--- config.mk ---
export PLATFORM = sky130hd
export DESIGN_NAME = dis_sideband
export DESIGN_NICKNAME = d
export VERILOG_FILES = /design/src/core/dis_pkg.sv /design/src/core/dis_sideband.sv /design/src/core/dis_sleep_wake.sv /design/src/core/dis_sync2.sv
export SDC_FILE = /design/constraint.sdc
export NUM_CORES = 1
export LEC_CHECK = 0
export ABC_AREA = 0
export ABC_CLOCK_PERIOD_IN_PS = 6300
export BUFFER_PORTS_ARGS = -buffer_cell sky130_fd_sc_hd__buf_2
export CORE_AREA = 2 2 98 100
export DETAILED_ROUTE_END_ITERATION = 8
export DIE_AREA = 0 0 100 102
export PLACE_DENSITY = 0.61
export SLEW_MARGIN = 10
export SYNTH_ARGS = -nofsm -noshare
export SYNTH_HDL_FRONTEND = slang
export SYNTH_HIERARCHICAL = 1
export SYNTH_SLANG_ARGS = --single-unit
export TNS_END_PERCENT = 30
--- constraint.sdc ---
create_clock -name clock -period 6.3 [get_ports clock]
set_input_delay 0.63 -clock clock [delete_from_list [all_inputs] [get_ports clock]]
set_output_delay 0.63 -clock clock [all_outputs]
set_load 0.05 [all_outputs]
--- src/core/dis_pkg.sv ---
// Constants, field layouts and types shared by the DMA, interrupt and suspend sideband block
package dis_pkg;

   // ==========================================================
   // Register port
   localparam int ADDR_W = 8;
   localparam int DATA_W = 16;
   localparam logic [ADDR_W-1:0] HCFG_RD_ADDR = 8'h20;
   localparam logic [ADDR_W-1:0] HCFG_WR_ADDR = 8'ha0;
   localparam logic [ADDR_W-1:0] PCFG_WR_ADDR = 8'hba;
   localparam logic [ADDR_W-1:0] PCFG_RD_ADDR = 8'hbb;
   localparam logic [ADDR_W-1:0] IRQ_STAT_ADDR = 8'h40;
   localparam logic [ADDR_W-1:0] IRQ_MASK_ADDR = 8'h41;
   localparam logic [ADDR_W-1:0] SUSP_CTRL_ADDR = 8'h42;

   // ==========================================================
   // Hardware configuration fields (same layout for host and peripheral)
   localparam int CFG_W = 6;
   localparam int CFG_MRG_IRQ = 0;
   localparam int CFG_MRG_DMA = 1;
   localparam int CFG_DREQ_POL = 2;
   localparam int CFG_DACK_POL = 3;
   localparam int CFG_IRQ_POL = 4;
   localparam int CFG_IRQ_EN = 5;
   localparam logic [CFG_W-1:0] CFG_RESET = 6'h00;

   typedef struct packed {
      logic irqEn;
      logic irqPol;
      logic dackPol;
      logic dreqPol;
      logic mrgDma;
      logic mrgIrq;
   } dis_cfg_s;

   // ==========================================================
   // Interrupt status and mask fields
   localparam int NUM_IRQ = 4;
   localparam int ST_HOST_EVT = 0;
   localparam int ST_PERIPH_EVT = 1;
   localparam int ST_HOST_WAKE = 2;
   localparam int ST_PERIPH_WAKE = 3;
   localparam logic [NUM_IRQ-1:0] HOST_GROUP = 4'h5;
   localparam logic [NUM_IRQ-1:0] PERIPH_GROUP = 4'ha;
   localparam logic [NUM_IRQ-1:0] IRQ_RESET = 4'h0;

   // ==========================================================
   // Suspend control fields
   localparam int SUSP_HOST_BIT = 0;
   localparam int SUSP_PERIPH_BIT = 1;

   // ==========================================================
   // Timing
   localparam int CLK_PERIOD_NS = 10;
   localparam int SW_CNT_W = 8;
   localparam int SETTLE_NS = 1000;
   localparam int RESUME_NS = 1000;
   localparam logic [SW_CNT_W-1:0] SETTLE_CYC = 8'((SETTLE_NS + CLK_PERIOD_NS - 1) / CLK_PERIOD_NS);
   localparam logic [SW_CNT_W-1:0] RESUME_CYC = 8'((RESUME_NS + CLK_PERIOD_NS - 1) / CLK_PERIOD_NS);
   localparam logic [SW_CNT_W-1:0] CNT_ZERO = 8'h00;
   localparam logic [SW_CNT_W-1:0] CNT_ONE = 8'h01;

   typedef enum logic [1:0] {
      SW_AWAKE = 2'b00,
      SW_SUSPEND = 2'b01,
      SW_RESUME = 2'b11
   } dis_sw_e;

endpackage

--- src/core/dis_sideband.sv ---
// DMA request/grant, interrupt and suspend/wake sideband of the dual-role controller
// Summary of operation
// RULE1: Peripheral DMA request pin asserts when peripheral needs transfer, polarity from peripheral config.
// RULE2: Host DMA grant pin is decoded with host config polarity.
// RULE3: Peripheral DMA grant pin is decoded with peripheral config polarity.
// RULE4: Host interrupt pin signals host events, controlled by host config.
// RULE5: Merged interrupt bit routes host and peripheral interrupts onto host interrupt pin.
// RULE6: Peripheral interrupt pin signals peripheral events, controlled by peripheral config.
// RULE7: Host sleep/wake pin released high while host controller is suspended.
// RULE8: External low pulse on host sleep/wake pin wakes the host controller.
// RULE9: Peripheral sleep/wake pin released high while peripheral controller is suspended.
// RULE10: External low pulse on peripheral sleep/wake pin wakes the peripheral controller.
// RULE11: During reset, all other inputs stay stable at inactive levels.
// RULE12: Host DMA request pin asserts when host needs transfer, polarity from host config.
// RULE13: Merged DMA bit routes both channels onto host DMA request and grant pins.
// RULE14: After wake-up, suspend indication ends once the controller has resumed.
`timescale 1ns/1ps
`default_nettype none
module dis_sideband
   import dis_pkg::*;
(
   input wire logic clock,
   input wire logic srst,
   input wire logic [ADDR_W-1:0] regAddr,
   input wire logic [DATA_W-1:0] regWrData,
   input wire logic regWr,
   input wire logic regRd,
   output logic [DATA_W-1:0] regRdData,
   input wire logic hostDmaNeed,
   input wire logic periphDmaNeed,
   output logic hostDmaGranted,
   output logic periphDmaGranted,
   output logic hostDmaRequest,
   output logic periphDmaRequest,
   input wire logic hostDmaGrant,
   input wire logic periphDmaGrant,
   input wire logic hostEvent,
   input wire logic periphEvent,
   output logic hostIrqOut,
   output logic periphIrqOut,
   input wire logic hostSuspendEnter,
   input wire logic periphSuspendEnter,
   output logic hostSuspended,
   output logic periphSuspended,
   output logic hostWake,
   output logic periphWake,
   input wire logic hostSleepWakeIn,
   output logic hostSleepWakeOut,
   output logic hostSleepWakeOe,
   input wire logic periphSleepWakeIn,
   output logic periphSleepWakeOut,
   output logic periphSleepWakeOe,
   output logic irqOut
);
   // Pin level for a logical active state under a polarity bit (1 = active high);
   // the same relation decodes an incoming pin
   function automatic logic applyPol(input logic active, input logic pol);
      applyPol = pol ? active : ~active;
   endfunction

   function automatic dis_cfg_s toCfg(input logic [CFG_W-1:0] raw);
      toCfg.irqEn = raw[CFG_IRQ_EN];
      toCfg.irqPol = raw[CFG_IRQ_POL];
      toCfg.dackPol = raw[CFG_DACK_POL];
      toCfg.dreqPol = raw[CFG_DREQ_POL];
      toCfg.mrgDma = raw[CFG_MRG_DMA];
      toCfg.mrgIrq = raw[CFG_MRG_IRQ];
   endfunction

   function automatic logic [CFG_W-1:0] fromCfg(input dis_cfg_s c);
      fromCfg = '0;
      fromCfg[CFG_IRQ_EN] = c.irqEn;
      fromCfg[CFG_IRQ_POL] = c.irqPol;
      fromCfg[CFG_DACK_POL] = c.dackPol;
      fromCfg[CFG_DREQ_POL] = c.dreqPol;
      fromCfg[CFG_MRG_DMA] = c.mrgDma;
      fromCfg[CFG_MRG_IRQ] = c.mrgIrq;
   endfunction

   dis_cfg_s hcfg_ff;
   dis_cfg_s pcfg_ff;
   logic [NUM_IRQ-1:0] irqStat_ff;
   logic [NUM_IRQ-1:0] irqMask_ff;
   logic [NUM_IRQ-1:0] irqSet;
   logic [NUM_IRQ-1:0] irqPend;
   logic [DATA_W-1:0] nxt_regRdData;
   logic hostGrantSync;
   logic periphGrantSync;
   logic hostPinSync;
   logic periphPinSync;
   logic hostGrantAct;
   logic periphGrantAct;
   logic hostIrqAct;
   logic periphIrqAct;
   logic hostSuspWr;
   logic periphSuspWr;

   // ==========================================================
   // Pin synchronisers
   // RULE11 reset values match idle pins
   dis_sync2 #(
      .W(4),
      .RST_VAL(4'hf)
   ) u_pin_sync (
      .clock(clock),
      .srst(srst),
      .din({hostDmaGrant, periphDmaGrant, hostSleepWakeIn, periphSleepWakeIn}),
      .dout({hostGrantSync, periphGrantSync, hostPinSync, periphPinSync})
   );

   // ==========================================================
   // Configuration registers
   always_ff @(posedge clock) begin
      if (srst) begin
         hcfg_ff <= toCfg(CFG_RESET);
      end else if (regWr && regAddr == HCFG_WR_ADDR) begin
         hcfg_ff <= toCfg(regWrData[CFG_W-1:0]);
      end
   end

   always_ff @(posedge clock) begin
      if (srst) begin
         pcfg_ff <= toCfg(CFG_RESET);
      end else if (regWr && regAddr == PCFG_WR_ADDR) begin
         pcfg_ff <= toCfg(regWrData[CFG_W-1:0]);
      end
   end

   // ==========================================================
   // Interrupt status and mask
   always_comb begin
      irqSet = IRQ_RESET;
      irqSet[ST_HOST_EVT] = hostEvent;
      irqSet[ST_PERIPH_EVT] = periphEvent;
      irqSet[ST_HOST_WAKE] = hostWake;
      irqSet[ST_PERIPH_WAKE] = periphWake;
   end

   // Write one to clear; an event in the clearing cycle still sets the bit
   always_ff @(posedge clock) begin
      if (srst) begin
         irqStat_ff <= IRQ_RESET;
      end else if (regWr && regAddr == IRQ_STAT_ADDR) begin
         irqStat_ff <= (irqStat_ff & ~regWrData[NUM_IRQ-1:0]) | irqSet;
      end else begin
         irqStat_ff <= irqStat_ff | irqSet;
      end
   end

   always_ff @(posedge clock) begin
      if (srst) begin
         irqMask_ff <= IRQ_RESET;
      end else if (regWr && regAddr == IRQ_MASK_ADDR) begin
         irqMask_ff <= regWrData[NUM_IRQ-1:0];
      end
   end

   assign irqPend = irqStat_ff & irqMask_ff;
   assign irqOut = |irqPend;

   // ==========================================================
   // Interrupt pins
   always_comb begin
      // RULE4 host events on host pin
      hostIrqAct = hcfg_ff.irqEn & |(irqPend & HOST_GROUP);
      periphIrqAct = 1'b0;
      // RULE5 merged interrupt onto host pin
      if (hcfg_ff.mrgIrq) begin
         hostIrqAct = hcfg_ff.irqEn & |(irqPend & (HOST_GROUP | PERIPH_GROUP));
      // RULE6 peripheral events on own pin
      end else begin
         periphIrqAct = pcfg_ff.irqEn & |(irqPend & PERIPH_GROUP);
      end
   end

   always_ff @(posedge clock) begin
      if (srst) begin
         hostIrqOut <= applyPol(1'b0, CFG_RESET[CFG_IRQ_POL]);
         periphIrqOut <= applyPol(1'b0, CFG_RESET[CFG_IRQ_POL]);
      end else begin
         hostIrqOut <= applyPol(hostIrqAct, hcfg_ff.irqPol);
         periphIrqOut <= applyPol(periphIrqAct, pcfg_ff.irqPol);
      end
   end

   // ==========================================================
   // DMA request and grant
   // RULE2 host grant polarity
   assign hostGrantAct = applyPol(hostGrantSync, hcfg_ff.dackPol);
   // RULE3 peripheral grant polarity
   assign periphGrantAct = applyPol(periphGrantSync, pcfg_ff.dackPol);

   always_ff @(posedge clock) begin
      if (srst) begin
         hostDmaRequest <= applyPol(1'b0, CFG_RESET[CFG_DREQ_POL]);
         periphDmaRequest <= applyPol(1'b0, CFG_RESET[CFG_DREQ_POL]);
      end else if (hcfg_ff.mrgDma) begin
         // RULE13 both channels on host pins
         hostDmaRequest <= applyPol(hostDmaNeed | periphDmaNeed, hcfg_ff.dreqPol);
         periphDmaRequest <= applyPol(1'b0, pcfg_ff.dreqPol);
      end else begin
         // RULE12 host request with polarity
         hostDmaRequest <= applyPol(hostDmaNeed, hcfg_ff.dreqPol);
         // RULE1 peripheral request with polarity
         periphDmaRequest <= applyPol(periphDmaNeed, pcfg_ff.dreqPol);
      end
   end

   // Merged grants go to the host channel first; a shared line cannot tell the two apart
   always_ff @(posedge clock) begin
      if (srst) begin
         hostDmaGranted <= 1'b0;
         periphDmaGranted <= 1'b0;
      end else if (hcfg_ff.mrgDma) begin
         // RULE13 shared grant pin
         hostDmaGranted <= hostGrantAct & hostDmaNeed;
         periphDmaGranted <= hostGrantAct & periphDmaNeed & ~hostDmaNeed;
      end else begin
         hostDmaGranted <= hostGrantAct & hostDmaNeed;
         periphDmaGranted <= periphGrantAct & periphDmaNeed;
      end
   end

   // ==========================================================
   // Suspend and wake
   assign hostSuspWr = regWr && regAddr == SUSP_CTRL_ADDR && regWrData[SUSP_HOST_BIT];
   assign periphSuspWr = regWr && regAddr == SUSP_CTRL_ADDR && regWrData[SUSP_PERIPH_BIT];

   // RULE7 host suspend indication
   dis_sleep_wake u_host_sw (
      .clock(clock),
      .srst(srst),
      .enterSuspend(hostSuspendEnter | hostSuspWr),
      .pinSync(hostPinSync),
      .pinOut(hostSleepWakeOut),
      .pinOe(hostSleepWakeOe),
      .suspended(hostSuspended),
      .wakeEvent(hostWake)
   );

   // RULE9 peripheral suspend indication
   dis_sleep_wake u_periph_sw (
      .clock(clock),
      .srst(srst),
      .enterSuspend(periphSuspendEnter | periphSuspWr),
      .pinSync(periphPinSync),
      .pinOut(periphSleepWakeOut),
      .pinOe(periphSleepWakeOe),
      .suspended(periphSuspended),
      .wakeEvent(periphWake)
   );

   // ==========================================================
   // Register read
   always_comb begin
      nxt_regRdData = '0;
      case (regAddr)
         HCFG_RD_ADDR: nxt_regRdData[CFG_W-1:0] = fromCfg(hcfg_ff);
         PCFG_RD_ADDR: nxt_regRdData[CFG_W-1:0] = fromCfg(pcfg_ff);
         IRQ_STAT_ADDR: nxt_regRdData[NUM_IRQ-1:0] = irqStat_ff;
         IRQ_MASK_ADDR: nxt_regRdData[NUM_IRQ-1:0] = irqMask_ff;
         SUSP_CTRL_ADDR: begin
            nxt_regRdData[SUSP_HOST_BIT] = hostSuspended;
            nxt_regRdData[SUSP_PERIPH_BIT] = periphSuspended;
         end
         default: nxt_regRdData = '0;
      endcase
   end

   // Read data stands for the one cycle after the strobe, zero otherwise
   always_ff @(posedge clock) begin
      if (srst) begin
         regRdData <= '0;
      end else if (regRd) begin
         regRdData <= nxt_regRdData;
      end else begin
         regRdData <= '0;
      end
   end

   // ==========================================================
   // Checks
   a_pdreq_polarity: assert property (@(posedge clock) disable iff (srst) // RULE1
      (periphDmaNeed && !hcfg_ff.mrgDma) |=> periphDmaRequest == $past(pcfg_ff.dreqPol))
      else $error("peripheral DMA request at wrong level");
   a_hgrant_decode: assert property (@(posedge clock) disable iff (srst) // RULE2
      (hostDmaNeed && hostGrantSync == hcfg_ff.dackPol) |=> hostDmaGranted)
      else $error("host grant not decoded");
   a_pgrant_decode: assert property (@(posedge clock) disable iff (srst) // RULE3
      (!hcfg_ff.mrgDma && periphDmaNeed && periphGrantSync != pcfg_ff.dackPol) |=> !periphDmaGranted)
      else $error("inactive peripheral grant seen as granted");
   a_hirq_level: assert property (@(posedge clock) disable iff (srst) // RULE4
      (hcfg_ff.irqEn && |(irqPend & HOST_GROUP)) |=> hostIrqOut == $past(hcfg_ff.irqPol))
      else $error("host interrupt pin not active");
   a_merged_irq: assert property (@(posedge clock) disable iff (srst) // RULE5
      (hcfg_ff.mrgIrq && hcfg_ff.irqEn && |(irqPend & PERIPH_GROUP))
      |=> (hostIrqOut == $past(hcfg_ff.irqPol) && periphIrqOut != $past(pcfg_ff.irqPol)))
      else $error("merged interrupt not routed to host pin");
   a_pirq_level: assert property (@(posedge clock) disable iff (srst) // RULE6
      (!hcfg_ff.mrgIrq && pcfg_ff.irqEn && |(irqPend & PERIPH_GROUP)) |=> periphIrqOut == $past(pcfg_ff.irqPol))
      else $error("peripheral interrupt pin not active");
   a_host_susp_pin: assert property (@(posedge clock) disable iff (srst) // RULE7
      hostSuspended |-> !hostSleepWakeOe)
      else $error("host pin driven low while suspended");
   a_periph_susp_pin: assert property (@(posedge clock) disable iff (srst) // RULE9
      $rose(periphSuspended) |-> !periphSleepWakeOe && $past(periphSleepWakeOe))
      else $error("peripheral pin not released on suspend");
   a_hdreq_level: assert property (@(posedge clock) disable iff (srst) // RULE12
      hostDmaNeed |=> hostDmaRequest == $past(hcfg_ff.dreqPol))
      else $error("host DMA request at wrong level");
   a_merged_dma: assert property (@(posedge clock) disable iff (srst) // RULE13
      (hcfg_ff.mrgDma && periphDmaNeed)
      |=> (hostDmaRequest == $past(hcfg_ff.dreqPol) && periphDmaRequest != $past(pcfg_ff.dreqPol)))
      else $error("merged DMA not routed to host pin");
   a_irq_set_wins: assert property (@(posedge clock) disable iff (srst)
      (hostEvent && regWr && regAddr == IRQ_STAT_ADDR) |=> irqStat_ff[ST_HOST_EVT])
      else $error("event lost against clear");
endmodule
`default_nettype wire

--- src/core/dis_sleep_wake.sv ---
// Suspend indication and wake-up detection for one open-drain sleep/wake pin
`timescale 1ns/1ps
`default_nettype none
module dis_sleep_wake
   import dis_pkg::*;
(
   input wire logic clock,
   input wire logic srst,
   input wire logic enterSuspend,
   input wire logic pinSync,
   output logic pinOut,
   output logic pinOe,
   output logic suspended,
   output logic wakeEvent
);
   localparam int RESUME_LIM = int'(RESUME_CYC) + 1;

   dis_sw_e state_ff;
   logic [SW_CNT_W-1:0] cnt_ff;

   // ==========================================================
   // State and timer
   always_ff @(posedge clock) begin
      if (srst) begin
         state_ff <= SW_AWAKE;
         cnt_ff <= CNT_ZERO;
         wakeEvent <= 1'b0;
      end else begin
         wakeEvent <= 1'b0;
         case (state_ff)
            SW_AWAKE: begin
               if (enterSuspend) begin
                  state_ff <= SW_SUSPEND;
                  cnt_ff <= SETTLE_CYC;
               end
            end
            SW_SUSPEND: begin
               // Pull-up needs time to lift the pin; a low before that is not a wake
               if (cnt_ff != CNT_ZERO) begin
                  cnt_ff <= cnt_ff - CNT_ONE;
               // RULE8 low pulse wakes
               end else if (!pinSync) begin
                  state_ff <= SW_RESUME;
                  cnt_ff <= RESUME_CYC;
                  wakeEvent <= 1'b1;
               end
            end
            SW_RESUME: begin
               // RULE14 leave after resume
               if (cnt_ff == CNT_ZERO) begin
                  state_ff <= SW_AWAKE;
               end else begin
                  cnt_ff <= cnt_ff - CNT_ONE;
               end
            end
            default: begin
               state_ff <= SW_AWAKE;
               cnt_ff <= CNT_ZERO;
            end
         endcase
      end
   end

   // Pin released (pulled high) while suspended or resuming, driven low when awake
   assign pinOut = 1'b0;
   assign pinOe = (state_ff == SW_AWAKE);
   assign suspended = (state_ff == SW_SUSPEND);

   a_wake_on_low: assert property (@(posedge clock) disable iff (srst) // RULE8
      (state_ff == SW_SUSPEND && cnt_ff == CNT_ZERO && !pinSync) |=> (wakeEvent && state_ff == SW_RESUME))
      else $error("low pulse on suspended pin did not wake");
   a_resume_ends: assert property (@(posedge clock) disable iff (srst) // RULE14
      $rose(state_ff == SW_RESUME) |-> ##[1:RESUME_LIM] pinOe)
      else $error("suspend indication not withdrawn after resume");
endmodule
`default_nettype wire

--- src/core/dis_sync2.sv ---
// Two-flop synchroniser for pin inputs
`timescale 1ns/1ps
`default_nettype none
module dis_sync2 #(
   parameter int W = 1,
   parameter logic [W-1:0] RST_VAL = '0
) (
   input wire logic clock,
   input wire logic srst,
   input wire logic [W-1:0] din,
   output logic [W-1:0] dout
);
   logic [W-1:0] meta_ff;

   // First stage is read only by the second stage
   always_ff @(posedge clock) begin
      if (srst) begin
         meta_ff <= RST_VAL;
         dout <= RST_VAL;
      end else begin
         meta_ff <= din;
         dout <= meta_ff;
      end
   end
endmodule
`default_nettype wire

# Word-level counts from Yosys, hierarchy flattened
# Index checks and enable logic that the tools add are counted.
[totals] ff_bits=72 input_bits=38 output_inout_bits=31 elab_cells=142
[op_classes] addsub=2 n_eq_ne=23 n_mux=39 bitwise=25 n_reduce_logical=23
[op_table] operator="$mux 8" count=8
[op_table] operator="$pmux 8 s3" count=2
[op_table] operator="$eq 8x7->1 const B" count=3
[op_table] operator="$eq 8x8->1 const B" count=3
[op_table] operator="$logic_not 8->1" count=2
[op_table] operator="$mux 2" count=8
[op_table] operator="$reduce_bool 8->1" count=2
[op_table] operator="$sub 8x1->8 const B" count=2
[op_table] operator="$mux 1" count=15
[op_table] operator="$ne 2x2->1 const B" count=6
[op_table] operator="$pmux 2 s3" count=2
[op_table] operator="$not 1->1" count=10
[op_table] operator="$pmux 2 s5" count=1
[op_table] operator="$and 4x4->4" count=2
[op_table] operator="$eq 8x6->1 const B" count=1
[op_table] operator="$ne 2x1->1 const B" count=4
[op_table] operator="$or 4x4->4" count=2
[op_table] operator="$pmux 2 s4" count=1
[op_table] operator="$reduce_and 4->1" count=2
[op_table] operator="$and 1x1->1" count=7
[op_table] operator="$logic_and 1x1->1" count=7
[op_table] operator="$ne 3x2->1 const B" count=2
[op_table] operator="$reduce_and 3->1" count=2
[op_table] operator="$reduce_or 2->1" count=3
[op_table] operator="other kinds (9)" count=15

# Logic depth before layout (Yosys ltp)
# Gate-level depths: netlist (run 1).
[depth] depth_word=6 ltp_mapped=8 depth_no_buf=7

# Modules after synthesis
# The synthesis (run 1) kept the hierarchy.
[modules_own_cells] mod="dis_sideband" n_inst=1 cells_each=168 area_per_inst_um2=1617.8 seq_area_each_um2=640.6
[modules_own_cells] mod="dis_sleep_wake" n_inst=2 cells_each=78 area_per_inst_um2=635.6 seq_area_each_um2=220.2
[modules_own_cells] mod="dis_sync2" n_inst=1 cells_each=16 area_per_inst_um2=210.2 seq_area_each_um2=160.2

# Worst setup path after synthesis (run 1)
# OpenSTA, ideal clock, no wires.
[synth_path] path_kind="input to register" from="input regAddr[2]" to="register u_host_sw.cnt_ff[3]" setup_ps=70 t_arrival_ps=2373 required_time_ps=6230 slack_ps=3857 stages=8 n_path_buf=1 path_cell_list="buf_12 -> nor4b_4 -> and2_1 -> a31o_1 -> or3_1 -> o31ai_4 -> or3_2 -> a21oi_1"
[synth_between] elab_chain_cells=6
[synth_rtl] element="from (decl)" line_no="dis_sideband.sv:24" text="input wire logic [ADDR_W-1:0] regAddr,"
[synth_rtl] element="$eq 8x7->1" line_no="dis_sideband.sv:226" text="assign hostSuspWr = regWr && regAddr == SUSP_CTRL_ADDR && regWrData[SUSP_HOST_BIT];"
[synth_rtl] element="$logic_and 1x1->1 (2 in a row)" line_no="dis_sideband.sv:226"
[synth_rtl] element="$or 1x1->1" line_no="dis_sideband.sv:233" text=".enterSuspend(hostSuspendEnter | hostSuspWr),"
[synth_rtl] element="$ne 2x1->1 (no line)"
[synth_rtl] element="$reduce_and 3->1 (no line)"
[synth_rtl] element="to (signal assigned)" line_no="dis_sleep_wake.sv:40" text="cnt_ff <= cnt_ff - CNT_ONE;"
[synth_rtl] element="to (signal assigned)" line_no="dis_sleep_wake.sv:53" text="cnt_ff <= cnt_ff - CNT_ONE;"
[synth_rtl] element="to (decl)" line_no="dis_sleep_wake.sv:19" text="logic [SW_CNT_W-1:0] cnt_ff;"
# No other way between the ends.
# A chain may end at the register's enable or synchronous reset.

# Final worst setup path (run 1)
[layout_path] from="input regAddr[2]" to="register u_periph_sw.cnt_ff[4]"
[layout_between] elab_chain_cells=6
[layout_rtl] element="$eq 8x7->1" line_no="dis_sideband.sv:227" text="assign periphSuspWr = regWr && regAddr == SUSP_CTRL_ADDR && regWrData[SUSP_PERIPH_BIT];"
[layout_rtl] element="$logic_and 1x1->1 (2 in a row)" line_no="dis_sideband.sv:227"
[layout_rtl] element="$or 1x1->1" line_no="dis_sideband.sv:245" text=".enterSuspend(periphSuspendEnter | periphSuspWr),"
[layout_rtl] element="$ne 2x1->1 (no line)"
[layout_rtl] element="$reduce_and 3->1 (no line)"
[layout_rtl] element="to (signal assigned)" line_no="dis_sleep_wake.sv:40"
[layout_rtl] element="to (signal assigned)" line_no="dis_sleep_wake.sv:53"
[layout_rtl] element="to (decl)" line_no="dis_sleep_wake.sv:19"
# No other way between the ends.

==> results of run 1 <==
==> per-stage QoR <==
stage / power, mW / util / hold slack, ns / instances / area (um^2)
floorplan: 0.587 / - / 0.383 / 349 / 3130
global placement: 0.613 / 0.366 / 0.388 / 481 / 3330
detailed placement: 0.616 / 0.366 / 0.389 / 481 / 3330
CTS: 1.01 / 0.390 / 0.406 / 497 / 3550
global route: 1.05 / 0.390 / 0.432 / 497 / 3550
finish: 0.995 / 0.390 / 0.404 / 497 / 3550
==> area by class of cell <==
| cell class | instances | share of cell area |
|---|---|---|
| Clock buffer | 9 | 0.0349 |
| Clock inverter | 7 | 0.0278 |
| Inverter | 13 | 0.0137 |
| Multi-Input combinational cell | 249 | 0.470 |
| Sequential cell | 62 | 0.349 |
| Tap cell | 111 | 0.0391 |
| Timing Repair Buffer | 46 | 0.0648 |
==> worst max-delay path, cell delays in order <==
cell and delay (ns):
buf_2 0.17, nor4b_4 0.47, and2_1 0.27, a31o_1 0.28
or3_1 0.20, o31ai_4 0.13, or3_2 0.43, a21oi_1 0.14
==> logic make-up after synthesis <==
logic type      after synthesis  synth area share
compound gates               78             0.176
xor+xnor                      7            0.0198
fa+ha+maj                     2           0.00807
buf+inv                      38            0.0715
flops                        62             0.400
mux                          20            0.0646
other cells                   3           0.00363
simple gates                130             0.256
==> where the power goes <==
group	internal (mW)	switching [mW]
Combinational	0.0677	0.111
Clock	0.224	0.164
Sequential	0.410	0.0198
==> how the worst max path moves through the flow <==
stage / start / end / slack (ns) / cells after the start
global route: regAddr[2] / u_periph_sw/cnt_ff[7] / 3.66 / 8
CTS: regAddr[2] / u_periph_sw/cnt_ff[4] / 3.85 / 8
global placement: regAddr[2] / u_periph_sw/cnt_ff[3] / 3.49 / 8
detailed placement: regAddr[2] / u_periph_sw/cnt_ff[4] / 3.48 / 8
finish: regAddr[2] / u_periph_sw/cnt_ff[4] / 3.85 / 8
floorplan: regAddr[2] / u_host_sw/cnt_ff[3] / 3.86 / 8
==> state kept, by name, indices dropped and copies added, names as in the netlist <==
register,cells
regRdData,6
hostDmaGranted,1
irqStat_ff,4
periphDmaGranted,1
u_periph_sw/cnt_ff,8
u_periph_sw/state_ff,2
u_pin_sync/meta_ff,4
u_host_sw/cnt_ff,8
periphIrqOut,1
u_host_sw/state_ff,2
hcfg_ff,6
u_pin_sync/dout,4
pcfg_ff,6
u_periph_sw/wakeEvent,1
periphDmaRequest,1
hostDmaRequest,1
hostIrqOut,1
u_host_sw/wakeEvent,1
irqMask_ff,4
==> layout by cell type, fill, tap and decap left out, types with 5 or more instances in the layout <==
cell / count
inv_1: 13
a21oi_1: 22
nor3_1: 8
nand2b_1: 6
nand2_1: 16
or2_1: 8
buf_2: 46
o211ai_1: 6
mux2i_1: 20
dfxtp_1: 62
a22oi_1: 5
o21ai_0: 11
clkbuf_8: 9
conb_1: 12
nor2_1: 34
==> metal layers <==
metal / global-route usage / vias up / wire, um
met5: 0 / - / 0
met4: 0.0558 / 0 / 98
met3: 0.0445 / 9 / 367
met2: 0.226 / 57 / 3120
met1: 0.176 / 1207 / 3230
li1: - / 1283 / -
==> flow_summary.ini, run 1 <==
[setup_path]
arrival_ns = 2.72
worstPathRequired_ns = 6.57
r2r_slack_ns = 4.38
rr_startpoint = u_host_sw/cnt_ff[0]
r2r_end = u_host_sw/cnt_ff[2]
worst_r2r_path_depth = 6
criticalPathCategory = in -> reg
cp-start-kind = input pin
end_kind = register
path_max_fanout = 10

[sta]
worst_clock_skew_ns = 0.0101
timing.final.ws_setup_ns = 3.85
setup_tns_ns = 0
period_needed_ns = 2.45
finalMaxSlewViolations = 0
post-route-period-util = 0.390
fmax_mhz = 407
hold_violations = 0
max_slew_margin = 0.493
worst_pin_slew_ns = 0.761
setup_viol = 0
rsz0062_at_grt = no

[placed_design]
post-place-ws_ns = 3.48
hpwl_um = 4970
port_buffers = 46
place_congestion = 0.804

[global_route]
grt_overflow_total = 0
grt_max_degree = 45
grt_pass1_vias = 2409
grt_use_total = 0.140
antenna_found_initial = 0
grt_pass1_wl_um = 11300

[run_status]
outcome = finished, final reports clean

[routing]
ant_nets = 0
post_drt_wl_per_cell_um = 13.7
drc_errors = 0
dr.pass1.iters = 4
vias = 2556
drt_iter0_markers = 101
avgViaCountPerCell = 5.14
wl_um = 6820

[floorplan]
dieArea_um2 = 10200
initial_utilization = 0.340
ioPinCount = 69
die_w_um = 100
fp.dieH_um = 102
core_um2 = 9110
rows = 35

[min_path]
worstHoldStart = u_pin_sync/meta_ff[3]
min_to = u_pin_sync/dout[3]
hold_class = reg -> reg
hold_depth = 1

[synthesis]
syn_area_um2 = 3100
yosys.cell_types.count = 62
yosys.area.top_type = dfxtp_1
synthArstFlopShare = 0
synthTopCellsByCount = 62 x dfxtp_1, 34 x nor2_1, 22 x a21oi_1
synth-edff-count = 0
netlist_instances = 340
synth_area_leaders = dfxtp_1 40%, mux2i_1 6.5%, nor2_1 4.1%
syn_area_per_cell_um2 = 9.12
yosysMostFrequentCell = dfxtp_1
netlist.area_leader.share = 0.400
synth-main-ff-cell = dfxtp_1
ys_seq_area_frac = 0.400
ys_ff_latch = 62
ys_warn_count = 6

[cells_and_area]
final-seq-area_um2 = 1240
multi_input_area_um2 = 1670
fillers = 939
area_delta_synth_final_pct = 14.6
fin_nets = 421
diodes = 0
drive_above_1_share = 0.228

[power_and_ir_drop]
irDropWorstVdd_mv = 0.146
leakage_nw = 1.46
p_per_area_nw_per_um2 = 280

[cts]
cts.sinks = 62
hold_buffers = 0
clkTransAtPathRegs_ns = 0.07
ctsResizeCount = 0
cts_tree = yes
clk_path_buf_depth = 2
clock_latency_ns = 0.34
numCtsBuffers = 9
cts-root-buf = clkbuf_8
cts_setup_buffers = 0
htree_levels = 3

[flow_run]
maxCapViolCount = 0
(Power assumes the default switching activity.)
==> run 2, diff against run 1 <==
ABC_CLOCK_PERIOD_IN_PS = 2280   (was 6300)
clock period = 2.28 ns   (was 6.3 ns; I/O delays follow)
==> flow_summary.ini, run 2 (synthesized netlist as in run 1, its figures left out) <==
[run_status]
outcome = finished, final reports clean

[min_path]
hold_depth = 2
hold_class = in -> reg

[cts]
numCtsBuffers = 9
clk_path_buf_depth = 2
htree_levels = 3
cts.sinks = 62
cts-root-buf = clkbuf_8
clock_latency_ns = 0.34
hold_buffers = 0
cts_setup_buffers = 0
cts_tree = yes
clkTransAtPathRegs_ns = 0.08
ctsResizeCount = 0

[global_route]
grt_max_degree = 24
antenna_found_initial = 0
grt_overflow_total = 0
grt_pass1_vias = 2404
grt_pass1_wl_um = 11300
grt_use_total = 0.141

[placed_design]
port_buffers = 46
place_area_um2 = 3370
place_congestion = 0.865
hpwl_um = 5150

[cells_and_area]
fin_nets = 427
final_cell_mix = 62 x dfxtp_1, 46 x buf_2, 34 x nor2_1
final_common_cell = dfxtp_1
reg.largest.list = u_host_sw/cnt_ff: 8 flops, u_periph_sw/cnt_ff: 8 flops
stdcell_area_um2 = 3600
drive_above_1_share = 0.240
area_delta_synth_final_pct = 16.3
diodes = 0

[sta]
post-route-period-util = 0.859
worst_pin_slew_ns = 0.603
worst_clock_skew_ns = 0.00527
period_needed_ns = 1.96
holdWs_ns = 0.0587
hold_violations = 0
max_slew_margin = 0.595
setup_tns_ns = 0
finalMaxSlewViolations = 0
setup_viol = 0
rsz0062_at_grt = no
fmax_mhz = 511

[routing]
vias = 2597
wl_um = 6940
avgViaCountPerCell = 5.16
ant_nets = 0
drc_errors = 0
drt_iter0_markers = 108
post_drt_wl_per_cell_um = 13.8
dr.pass1.iters = 4

[power_and_ir_drop]
internal_power_mw = 1.96
clockPowerShare = 0.398
combPwrFrac = 0.178
p_seq_frac = 0.424
switchingPower_mw = 0.845
leakage_nw = 1.49
power_switching_share = 0.302
irDropWorstVdd_mv = 0.374
p_per_area_nw_per_um2 = 778

[floorplan]
dieArea_um2 = 10200
ioPinCount = 69
core_um2 = 9110
die_w_um = 100
fp.dieH_um = 102
rows = 35
initial_utilization = 0.340

[setup_path]
cp-start-kind = register
path_max_fanout = 7
arrival_ns = 2.19
end_kind = register
worstPathRequired_ns = 2.51
worst_r2r_path_depth = 6
criticalPathCategory = reg -> reg

[flow_run]
maxCapViolCount = 0
==> run 2: cell count changes in the layout (fill, tap and decap cells not counted) <==
cell | previous run | this run
buf_4 | 0 | 6
clkinv_2 | 1 | 0
clkinv_4 | 3 | 1
inv_6 | 0 | 2
inv_8 | 0 | 1
==> run 2: metrics by stage <==
| stage | power (mW) | worst slack (ns) | std cells | utilization |
|---|---|---|---|---|
| finish | 2.80 | 0.322 | 503 | 0.396 |
| detailed placement | 1.71 | 0.208 | 487 | 0.370 |
| floorplan | 1.62 | 0.239 | 349 | - |
| global placement | 1.70 | 0.222 | 487 | 0.370 |
| global route | 2.95 | 0.161 | 503 | 0.396 |
| CTS | 2.85 | 0.322 | 503 | 0.396 |
==> run 2: final timing paths <==
path	from	end	slack, ns
worst min-delay path	hostSleepWakeIn	u_pin_sync/meta_ff[1]	0.06
worst min register to register	u_pin_sync/meta_ff[3]	u_pin_sync/dout[3]	0.40
worst max-delay path	u_host_sw/cnt_ff[0]	u_host_sw/cnt_ff[1]	0.32
worst max register to register	u_host_sw/cnt_ff[0]	u_host_sw/cnt_ff[1]	0.32
==> run 2: cell type report <==
class / count / area (um^2)
clock buffer: 9 / 124
clock inverter: 7 / 105
fill: 926 / 5510
inverter: 13 / 48.8
multi-input combinational: 249 / 1670
sequential: 62 / 1240
tap: 111 / 139
timing repair buffer: 52 / 275
==> run 2: routing by layer <==
metal  routed length [um]  global-route usage  share of wire
met4                   49              0.0400         0.0071
met1                 3160               0.176           0.46
met3                  476              0.0527          0.069
met5                    0                   0              0
met2                 3250               0.232           0.47
==> run 2: power by group through the flow <==
stage | clock [mW] | combinational, mW | sequential, mW
4_1_cts | 1.16 | 0.501 | 1.19
6_report | 1.11 | 0.500 | 1.19
3_5_place_dp | 0 | 0.499 | 1.21
5_1_grt | 1.20 | 0.556 | 1.20
2_1_floorplan | 0 | 0.419 | 1.20
3_3_place_gp | 0 | 0.490 | 1.21
==> run 2: critical path, stage by stage, from the launching register on <==
cell and delay [ns]:
dfxtp_1 0.32, inv_1 0.09, ha_1 0.19, or3b_1 0.49, o41ai_1 0.41, a21o_1 0.29, a21oi_1 0.06
